File: src/rtl/lcar_pkg.sv
// Package of constants and types for the layer attribute and scroll register block.
package lcar_pkg;
   // ************************************************************
   // Register offsets.
   // ************************************************************
   localparam logic [15:0] LCAR_OFF_CONFIG = 16'h8000;
   localparam logic [15:0] LCAR_OFF_DISP_ENABLE = 16'h8009;
   localparam logic [15:0] LCAR_OFF_ATTR = 16'h800A;
   localparam logic [15:0] LCAR_OFF_B1_LOW = 16'h800B;
   localparam logic [15:0] LCAR_OFF_B1_HIGH = 16'h800C;
   localparam logic [15:0] LCAR_OFF_B1_LINES = 16'h800D;
   localparam logic [15:0] LCAR_OFF_B2_LOW = 16'h800E;
   localparam logic [15:0] LCAR_OFF_B2_HIGH = 16'h800F;
   localparam logic [15:0] LCAR_OFF_B2_LINES = 16'h8010;
   localparam logic [15:0] LCAR_OFF_B4_HIGH = 16'h8014;
   // ************************************************************
   // Field positions and reset values.
   // ************************************************************
   localparam int LCAR_BIT_DUAL = 3;
   localparam int LCAR_BIT_DISP = 0;
   localparam int LCAR_POS_L3 = 6;
   localparam int LCAR_POS_L2 = 4;
   localparam int LCAR_POS_L1 = 2;
   localparam int LCAR_POS_CUR = 0;
   localparam logic [7:0] LCAR_RST_BYTE = 8'h00;
   localparam logic [15:0] LCAR_RST_ADDR = 16'h0000;
   // ************************************************************
   // Attribute codes.
   // ************************************************************
   localparam logic [1:0] LCAR_ATTR_BLANK = 2'h0;
   localparam logic [1:0] LCAR_ATTR_STEADY = 2'h1;
   localparam logic [1:0] LCAR_ATTR_SLOW = 2'h2;
   localparam logic [1:0] LCAR_ATTR_FAST = 2'h3;
   // ************************************************************
   // Flash timing in frames; the cursor is lit 70 of each 100 percent.
   // ************************************************************
   localparam logic [6:0] LCAR_DIV_SLOW = 7'd32;
   localparam logic [6:0] LCAR_DIV_FAST = 7'd4;
   localparam logic [6:0] LCAR_DIV_CUR_SLOW = 7'd64;
   localparam int LCAR_DUTY_ON_PCT = 70;
   localparam int LCAR_DUTY_TOTAL_PCT = 100;
   localparam logic [15:0] LCAR_RST_CURSOR = 16'h0000;
   // Indirect command states.
   typedef enum logic [2:0] {
      LCAR_IDLE = 3'b001,
      LCAR_SCROLL = 3'b010,
      LCAR_DONE = 3'b100
   } lcar_cmd_e;
endpackage

File: src/rtl/lcar_flash_if.sv
// Interface carrying frame position between the timing and decode modules.
`timescale 1ns/1ns
interface lcar_flash_if;
   logic [5:0] frame_phase;
   logic frame_tick;
   modport source (output frame_phase, output frame_tick);
   modport sink (input frame_phase, input frame_tick);
endinterface

File: src/rtl/lcar_frame_ctr.sv
// Free-running frame counter that all flash timing derives from.
`timescale 1ns/1ns
module lcar_frame_ctr
   import lcar_pkg::*;
(
   // Clock and reset.
   input wire logic i_mclk,
   input wire logic i_resetn,
   // Frame strobe from the display timing engine.
   input wire logic i_frame_start,
   // Frame position.
   lcar_flash_if.source flash
);
   logic [5:0] phase;
   always_ff @(posedge i_mclk) begin
      if (!i_resetn) begin
         phase <= 6'h00;
      end else if (i_frame_start) begin
         phase <= phase + 6'h01;
      end
   end
   assign flash.frame_phase = phase;
   assign flash.frame_tick = i_frame_start;
endmodule // lcar_frame_ctr

File: src/rtl/lcar_attr_decode.sv
// Decodes one two-bit layer or cursor attribute field into a visible level.
`timescale 1ns/1ns
module lcar_attr_decode
   import lcar_pkg::*;
(
   // Field and mode.
   input wire logic [1:0] i_attr,
   input wire logic i_is_cursor,
   input wire logic i_disp_en,
   // Frame position.
   lcar_flash_if.sink flash,
   // Result.
   output logic o_visible
);
   logic [5:0] ph;
   logic slow_on;
   logic fast_on;
   logic cur_fast_on;
   logic cur_slow_on;
   logic flash_on;
   assign ph = flash.frame_phase;
   // Layers flash with an even duty; the cursor stays lit for 70 percent.
   assign slow_on = ~ph[4];
   assign fast_on = ~ph[1];
   // Products are sized so that a full phase times one hundred cannot wrap.
   assign cur_slow_on = (12'(ph[4:0]) * 12'(LCAR_DUTY_TOTAL_PCT)) <
                        (12'(LCAR_DIV_SLOW) * 12'(LCAR_DUTY_ON_PCT));
   assign cur_fast_on = (13'(ph) * 13'(LCAR_DUTY_TOTAL_PCT)) <
                        (13'(LCAR_DIV_CUR_SLOW) * 13'(LCAR_DUTY_ON_PCT));
   assign flash_on = (i_attr == LCAR_ATTR_SLOW) ? (i_is_cursor ? cur_slow_on : slow_on) :
                     (i_is_cursor ? cur_fast_on : fast_on);
   assign o_visible = i_disp_en && (i_attr != LCAR_ATTR_BLANK) &&
                      ((i_attr == LCAR_ATTR_STEADY) || flash_on);
endmodule // lcar_attr_decode

File: src/rtl/lcar_regs.sv
// Layer attribute, cursor and screen-block scroll register bank.
//
// Contract
// Second-layer field: blank, steady, flash frame/32, flash frame/4.
// Dual-panel mode applies the second-layer field to screen block four.
// First-layer field uses the same four attribute codes.
// Cursor field: hidden, steady, flash frame/32, flash frame/64.
// A flashing cursor is visible 70 percent, hidden 30 percent.
// Memory write with cursor disabled re-enables it and advances position.
// Memory read advances cursor position but keeps a disabled cursor disabled.
// Scroll command parameters load registers 0Bh through 14h in order.
// Block one start address: low 800Bh, high 800Ch, reset zero.
// Low byte held pending; start address updates on high byte write.
// Block two start address: low 800Eh, high 800Fh, same commit.
// Block one size register holds height in lines minus one.
// Block two size register holds height in lines minus one.
// Third-layer field in top two bits uses the same codes.
// Display enable cleared blanks cursor and all layers.
// All flash timing comes from a free-running frame counter.
`timescale 1ns/1ns
module lcar_regs
   import lcar_pkg::*;
(
   // Clock and reset.
   input wire logic i_mclk,
   input wire logic i_resetn,
   // Direct register access.
   input wire logic i_reg_wr,
   input wire logic i_reg_rd,
   input wire logic [15:0] i_reg_addr,
   input wire logic [7:0] i_reg_wdata,
   output logic [7:0] o_reg_rdata,
   // Indirect command access.
   input wire logic i_scroll_cmd,
   input wire logic i_param_wr,
   input wire logic [7:0] i_param_data,
   // Display memory access and timing.
   input wire logic i_mem_wr,
   input wire logic i_mem_rd,
   input wire logic i_frame_start,
   // Decoded display state.
   output logic [15:0] o_block1_start,
   output logic [15:0] o_block2_start,
   output logic [7:0] o_block1_lines,
   output logic [7:0] o_block2_lines,
   output logic [15:0] o_cursor_addr,
   output logic o_cursor_enabled,
   output logic [3:0] o_block_visible,
   output logic o_cursor_visible
);
   // ************************************************************
   // Register storage.
   // ************************************************************
   logic [7:0] config_reg;
   logic [7:0] disp_en_reg;
   logic [7:0] attr;
   logic [7:0] b1_low;
   logic [7:0] b2_low;
   logic [15:0] b1_start;
   logic [15:0] b2_start;
   logic [7:0] b1_lines;
   logic [7:0] b2_lines;
   logic [7:0] far_regs [0:3];
   logic [15:0] cursor_addr;
   logic cursor_en;
   logic [7:0] rdata;
   lcar_cmd_e state;
   lcar_cmd_e next_state;
   logic [4:0] param_idx;
   // ************************************************************
   // Write source selection.
   // ************************************************************
   logic ind_wr;
   logic any_wr;
   logic [15:0] wr_addr;
   logic [7:0] wr_data;
   logic [4:0] next_param_idx;
   assign ind_wr = (state == LCAR_SCROLL) && i_param_wr;
   assign any_wr = i_reg_wr || ind_wr;
   assign wr_addr = ind_wr ? (LCAR_OFF_B1_LOW + {11'h000, param_idx}) : i_reg_addr;
   assign wr_data = ind_wr ? i_param_data : i_reg_wdata;
   assign next_param_idx = param_idx + 5'h01;
   logic wr_cfg;
   logic wr_disp;
   logic wr_attr;
   logic wr_b1l;
   logic wr_b1h;
   logic wr_b1n;
   logic wr_b2l;
   logic wr_b2h;
   logic wr_b2n;
   logic wr_far;
   assign wr_cfg = any_wr && (wr_addr == LCAR_OFF_CONFIG);
   assign wr_disp = any_wr && (wr_addr == LCAR_OFF_DISP_ENABLE);
   assign wr_attr = any_wr && (wr_addr == LCAR_OFF_ATTR);
   assign wr_b1l = any_wr && (wr_addr == LCAR_OFF_B1_LOW);
   assign wr_b1h = any_wr && (wr_addr == LCAR_OFF_B1_HIGH);
   assign wr_b1n = any_wr && (wr_addr == LCAR_OFF_B1_LINES);
   assign wr_b2l = any_wr && (wr_addr == LCAR_OFF_B2_LOW);
   assign wr_b2h = any_wr && (wr_addr == LCAR_OFF_B2_HIGH);
   assign wr_b2n = any_wr && (wr_addr == LCAR_OFF_B2_LINES);
   assign wr_far = any_wr && (wr_addr > LCAR_OFF_B2_LINES) && (wr_addr <= LCAR_OFF_B4_HIGH);
   // ************************************************************
   // Indirect scroll command sequencing.
   // ************************************************************
   always_comb begin
      next_state = state;
      case (state)
         LCAR_IDLE: begin
            if (i_scroll_cmd) begin
               next_state = LCAR_SCROLL;
            end
         end
         LCAR_SCROLL: begin
            if (i_scroll_cmd) begin
               next_state = LCAR_SCROLL;
            end else if (ind_wr && (wr_addr == LCAR_OFF_B4_HIGH)) begin
               next_state = LCAR_DONE;
            end
         end
         LCAR_DONE: begin
            next_state = i_scroll_cmd ? LCAR_SCROLL : LCAR_IDLE;
         end
         default: begin
            next_state = LCAR_IDLE;
         end
      endcase
   end
   always_ff @(posedge i_mclk) begin
      if (!i_resetn) begin
         state <= LCAR_IDLE;
         param_idx <= 5'h00;
      end else begin
         state <= next_state;
         if (i_scroll_cmd) begin
            param_idx <= 5'h00;
         end else if (ind_wr) begin
            param_idx <= next_param_idx;
         end
      end
   end
   // ************************************************************
   // Register writes.
   // ************************************************************
   always_ff @(posedge i_mclk) begin
      if (!i_resetn) begin
         config_reg <= LCAR_RST_BYTE;
         disp_en_reg <= LCAR_RST_BYTE;
         attr <= LCAR_RST_BYTE;
         b1_low <= LCAR_RST_BYTE;
         b2_low <= LCAR_RST_BYTE;
         b1_start <= LCAR_RST_ADDR;
         b2_start <= LCAR_RST_ADDR;
         b1_lines <= LCAR_RST_BYTE;
         b2_lines <= LCAR_RST_BYTE;
      end else begin
         if (wr_cfg) config_reg <= wr_data;
         if (wr_disp) disp_en_reg <= {7'h00, wr_data[LCAR_BIT_DISP]};
         if (wr_attr) attr <= wr_data;
         if (wr_b1l) b1_low <= wr_data;
         if (wr_b1h) b1_start <= {wr_data, b1_low};
         if (wr_b2l) b2_low <= wr_data;
         if (wr_b2h) b2_start <= {wr_data, b2_low};
         if (wr_b1n) b1_lines <= wr_data;
         if (wr_b2n) b2_lines <= wr_data;
      end
   end
   // Blocks three and four are kept only so the scroll sequence reads back.
   genvar gi;
   generate
      for (gi = 0; gi < 4; gi++) begin : g_far
         always_ff @(posedge i_mclk) begin
            if (!i_resetn) begin
               far_regs[gi] <= LCAR_RST_BYTE;
            end else if (wr_far && (wr_addr[2:0] == 3'(gi + 1))) begin
               far_regs[gi] <= wr_data;
            end
         end
      end
   endgenerate
   // ************************************************************
   // Cursor position tracking.
   // ************************************************************
   always_ff @(posedge i_mclk) begin
      if (!i_resetn) begin
         cursor_addr <= LCAR_RST_CURSOR;
         cursor_en <= 1'b1;
      end else begin
         if (i_mem_wr || i_mem_rd) begin
            cursor_addr <= cursor_addr + 16'h0001;
         end
         if (i_mem_wr) begin
            cursor_en <= 1'b1;
         end else if (wr_attr && (wr_data[1:0] == LCAR_ATTR_BLANK)) begin
            cursor_en <= 1'b0;
         end else if (wr_attr) begin
            cursor_en <= 1'b1;
         end
      end
   end
   // ************************************************************
   // Read back.
   // ************************************************************
   logic [7:0] rd_mux;
   assign rd_mux = (i_reg_addr == LCAR_OFF_CONFIG) ? config_reg :
                   (i_reg_addr == LCAR_OFF_DISP_ENABLE) ? disp_en_reg :
                   (i_reg_addr == LCAR_OFF_ATTR) ? attr :
                   (i_reg_addr == LCAR_OFF_B1_LOW) ? b1_start[7:0] :
                   (i_reg_addr == LCAR_OFF_B1_HIGH) ? b1_start[15:8] :
                   (i_reg_addr == LCAR_OFF_B1_LINES) ? b1_lines :
                   (i_reg_addr == LCAR_OFF_B2_LOW) ? b2_start[7:0] :
                   (i_reg_addr == LCAR_OFF_B2_HIGH) ? b2_start[15:8] :
                   (i_reg_addr == LCAR_OFF_B2_LINES) ? b2_lines :
                   ((i_reg_addr > LCAR_OFF_B2_LINES) && (i_reg_addr <= LCAR_OFF_B4_HIGH)) ?
                   far_regs[i_reg_addr[1:0] - 2'h1] : 8'h00;
   always_ff @(posedge i_mclk) begin
      if (!i_resetn) begin
         rdata <= 8'h00;
      end else if (i_reg_rd) begin
         rdata <= rd_mux;
      end
   end
   // ************************************************************
   // Attribute decode.
   // ************************************************************
   lcar_flash_if flash_bus ();
   logic disp_on;
   logic dual;
   logic [1:0] cur_field;
   logic [3:0] vis;
   logic cur_vis;
   assign disp_on = disp_en_reg[LCAR_BIT_DISP];
   assign dual = config_reg[LCAR_BIT_DUAL];
   assign cur_field = cursor_en ? attr[1:0] : LCAR_ATTR_BLANK;
   lcar_frame_ctr u_frame (
      .i_mclk(i_mclk),
      .i_resetn(i_resetn),
      .i_frame_start(i_frame_start),
      .flash(flash_bus.source)
   );
   lcar_attr_decode u_cur (
      .i_attr(cur_field),
      .i_is_cursor(1'b1),
      .i_disp_en(disp_on),
      .flash(flash_bus.sink),
      .o_visible(cur_vis)
   );
   generate
      for (gi = 0; gi < 3; gi++) begin : g_layer
         lcar_attr_decode u_lay (
            .i_attr(attr[2 * gi + 3 -: 2]),
            .i_is_cursor(1'b0),
            .i_disp_en(disp_on),
            .flash(flash_bus.sink),
            .o_visible(vis[gi])
         );
      end
   endgenerate
   assign vis[3] = dual && vis[1];
   assign o_block_visible = vis;
   assign o_cursor_visible = cur_vis;
   assign o_block1_start = b1_start;
   assign o_block2_start = b2_start;
   assign o_block1_lines = b1_lines;
   assign o_block2_lines = b2_lines;
   assign o_cursor_addr = cursor_addr;
   assign o_cursor_enabled = cursor_en;
   assign o_reg_rdata = rdata;
endmodule // lcar_regs

File: config.mk
export PLATFORM = sky130hd
export DESIGN_NAME = lcar_regs
export DESIGN_NICKNAME = d
export VERILOG_FILES = /design/src/rtl/lcar_pkg.sv /design/src/rtl/lcar_flash_if.sv /design/src/rtl/lcar_frame_ctr.sv /design/src/rtl/lcar_attr_decode.sv /design/src/rtl/lcar_regs.sv
export SDC_FILE = /design/constraint.sdc
export NUM_CORES = 1
export LEC_CHECK = 0
export BUFFER_PORTS_ARGS = -buffer_cell sky130_fd_sc_hd__buf_2
export CELL_PAD_IN_SITES_DETAIL_PLACEMENT = 1
export CELL_PAD_IN_SITES_GLOBAL_PLACEMENT = 1
export CORE_MARGIN = 5
export CORE_UTILIZATION = 44
export CTS_CLUSTER_SIZE = 24
export DETAILED_ROUTE_END_ITERATION = 10
export PLACE_DENSITY_LB_ADDON = 0.08
export SYNTH_ARGS = -nofsm -noshare
export SYNTH_HDL_FRONTEND = slang
export SYNTH_SLANG_ARGS = --single-unit
export TNS_END_PERCENT = 100
File: constraint.sdc
create_clock -name i_mclk -period 4.29 [get_ports i_mclk]
set_clock_uncertainty 0.1 [all_clocks]
set_input_delay 0.6435 -clock i_mclk [delete_from_list [all_inputs] [get_ports i_mclk]]
set_output_delay 0.6435 -clock i_mclk [all_outputs]
set_load 0.005 [all_outputs]
==> out/results.tsv <==
stage	metric	value	unit
grt	track_usage	0.238	
final_layout	n_fill_cell	2185	
worst_setup_path	cp.arrival	3.35	ns
drt	drc_errors	0	
sta	finalCriticalPeriod	4.10	ns
synth	synth.distinct_cells	73	
cts	cts.clk_slew.worst_paths	0.06	ns
synth	syn_avg_cell_area	9.15	um2
sta	maxSlewViolCount	0	
cts	ctsLongestPathBuffers	2	
final_layout	antenna_cells	0	
drt	vias	7308	
final_layout	most-common-layout-cells	nand2_1, dfxtp_1, buf_2, mux2i_1, nor2_1	
placed_design	numPortBuffers	118	
cts	cts_buffers	17	
sta	rsz0062_at_grt	false	
sta	final-hold-violation-count	0	
synth	seq_area_frac_synth	0.400	
cts	cts_sinks	152	
worst_hold_path	hold_class	primary input to flip-flop	
grt	grt_pass1_vias	7286	
drt	first_pass_iters	4	
sta	setup_tns	0	ns
drt	via_per_inst	5.77	
drt	drtIter0Drc	463	
cts	htree_levels	4	
worst_setup_path	timing.rr.end	far_regs[2][0]	
synth	synth-edff-count	32	
worst_setup_path	critPathMaxFanout	8	
final_layout	area_delta_synth_final	16.3	%
synth	synthArstFlopShare	0	
floorplan	start_util	0.448	
final_layout	largest_reg_flops	32	
synth	ys_warn_count	0	
worst_hold_path	hold_path_depth	3	
sta	setup_violations	0	
synth	syn_nets	995	
floorplan	dieArea	22000	um2
cts	ctsHoldBuffers	0	
final_layout	regMostFlops	far_regs	
grt	grt_pass1_wl	41400	um
worst_setup_path	r2r_start	param_idx[0]	
floorplan	boundaryPins	119	
worst_setup_path	r2r_setup_slack	0.82	ns
sta	worst_slew_pin_slew	1.05	ns
floorplan	row_count	50	
drt	drt-total-wl	26000	um
flow_run	drv_cap	0	
floorplan	coreArea	18800	um2
final_layout	drive_above_1_share	0.200	
cts	cts_root_buf	clkbuf_16	
grt	grt_max_degree	99	
final_layout	register_area	3370	um2
synth	syn_inst	918	
worst_hold_path	hp-start	i_mem_wr	
worst_setup_path	crit_path_start_kind	flip-flop	
run_status	outcome	finished, final reports clean	
final_layout	num-nets-final	1096	
final_layout	layout_commonest_cell	nand2_1	
floorplan	fp.dieW	148	um
placed_design	place_hpwl	19300	um
pwr	p_per_area	323	nW/um2
worst_setup_path	endpoint_kind	output port	
drt	ant_nets	0	
worst_setup_path	r2r_cells	8	
synth	ys_ff_latch	152	
drt	wl_per_cell	20.5	um
worst_setup_path	path_class	flip-flop to output port	
synth	syn-cell-area	8400	um2
cts	clock_latency	0.43	ns
sta	maxSlewHeadroom	0.291	
final_layout	multi_input_area	4720	um2
floorplan	fp.dieH	148	um
sta	fmax	244	MHz
pwr	irDropWorstVdd	0.231	mV
worst_setup_path	required	3.55	ns
synth	ys.flop_type	dfxtp_1	
sta	timing.final.crit_share	0.955	
placed_design	routabilityCongestion	0.864	
grt	antenna_found_initial	0	
pwr	power	3.16	mW
pwr	p_leak	3.79	nW
grt	overflow	0	
cts	post_cts.repair.setup_buffers	0	
worst_hold_path	min_to	o_cursor_enabled	
cts	cts_tree	done	
[metal layers]
layer  part of all wire  up-vias  wire length, um  GRT usage
met5                  0        -                0          0
met4              0.016        0              418     0.0577
met3              0.059       31             1530     0.0454
met2               0.46      238            11800      0.376
met1               0.47     3578            12200      0.338
li1                   -     3461                -          -
[how the worst max path moves through the flow]
stage / from / end / cells after the start
final: u_frame.flash.frame_phase[3] / o_cursor_visible / 13
after global routing: u_frame.flash.frame_phase[3] / o_cursor_visible / 13
after CTS: u_frame.flash.frame_phase[3] / o_cursor_visible / 13
after detailed placement: u_frame.flash.frame_phase[3] / o_cursor_visible / 13
after global placement: u_frame.flash.frame_phase[3] / o_cursor_visible / 13
after floorplan: u_frame.flash.frame_phase[3] / o_cursor_visible / 13
[cell type report]
type                       count  area share
timing repair buffer         137      0.0766
clock inverter                15      0.0129
tap                          234      0.0300
multi-input combinational    687       0.483
sequential                   152       0.345
inverter                      24     0.00922
clock buffer                  17      0.0435
[cells in the mapped netlist, types with 14 or more instances]
cell / count / share of area
nor2_1: 55 / 0.025
xnor2_1: 22 / 0.023
inv_1: 24 / 0.011
nand2_1: 155 / 0.069
nand4_1: 14 / 0.010
nand3_1: 37 / 0.022
ha_1: 34 / 0.051
and2_1: 25 / 0.019
clkbuf_1: 33 / 0.015
dfxtp_1: 120 / 0.29
o21ai_0: 37 / 0.022
edfxtp_1: 32 / 0.11
mux2i_1: 84 / 0.10
a21oi_1: 34 / 0.020
nor2b_1: 20 / 0.015
[power breakdown]
group | internal [mW] | switching, mW | total (mW)
combinational | 0.0850 | 0.155 | 0.240
clock | 0.795 | 0.625 | 1.42
sequential | 1.48 | 0.0178 | 1.50
[worst max-delay path, stage by stage (launching register included)]
cell      delay, ns
dfxtp_4        0.37
inv_1          0.05
ha_1           0.26
inv_1          0.04
ha_1           0.29
ha_1           0.33
ha_4           0.28
or3b_2         0.48
a211oi_2       0.22
a21oi_1        0.06
o311ai_1       0.24
a21oi_1        0.11
nor2_1         0.10
buf_2          0.11
[stage by stage]
step	setup slack (ns)	std cells	util	area (um2)	hold WS, ns
floorplan	0.543	918	-	8400	0.330
global placement	0.359	1234	0.490	9190	0.340
detailed placement	0.315	1234	0.490	9190	0.351
CTS	0.0443	1266	0.519	9750	0.342
global route	0.00235	1266	0.521	9770	0.384
finish	0.192	1266	0.521	9770	0.350
[what timing repair did]
action,CTS,global route
pin swaps,0,1
gates resized for setup,5,6
setup endpoints to repair,1,1
[cell families after synthesis]
family / after synthesis / synth area share
buffers and inverters: 79 / 0.0414
flip-flops: 152 / 0.400
AO/OA/AOI/OAI: 146 / 0.112
AND/OR/NAND/NOR: 379 / 0.232
multiplexers: 96 / 0.127
XOR/XNOR: 30 / 0.0313
adder cells (fa/ha/maj): 36 / 0.0554
Power figures use the tool's default switching activity.
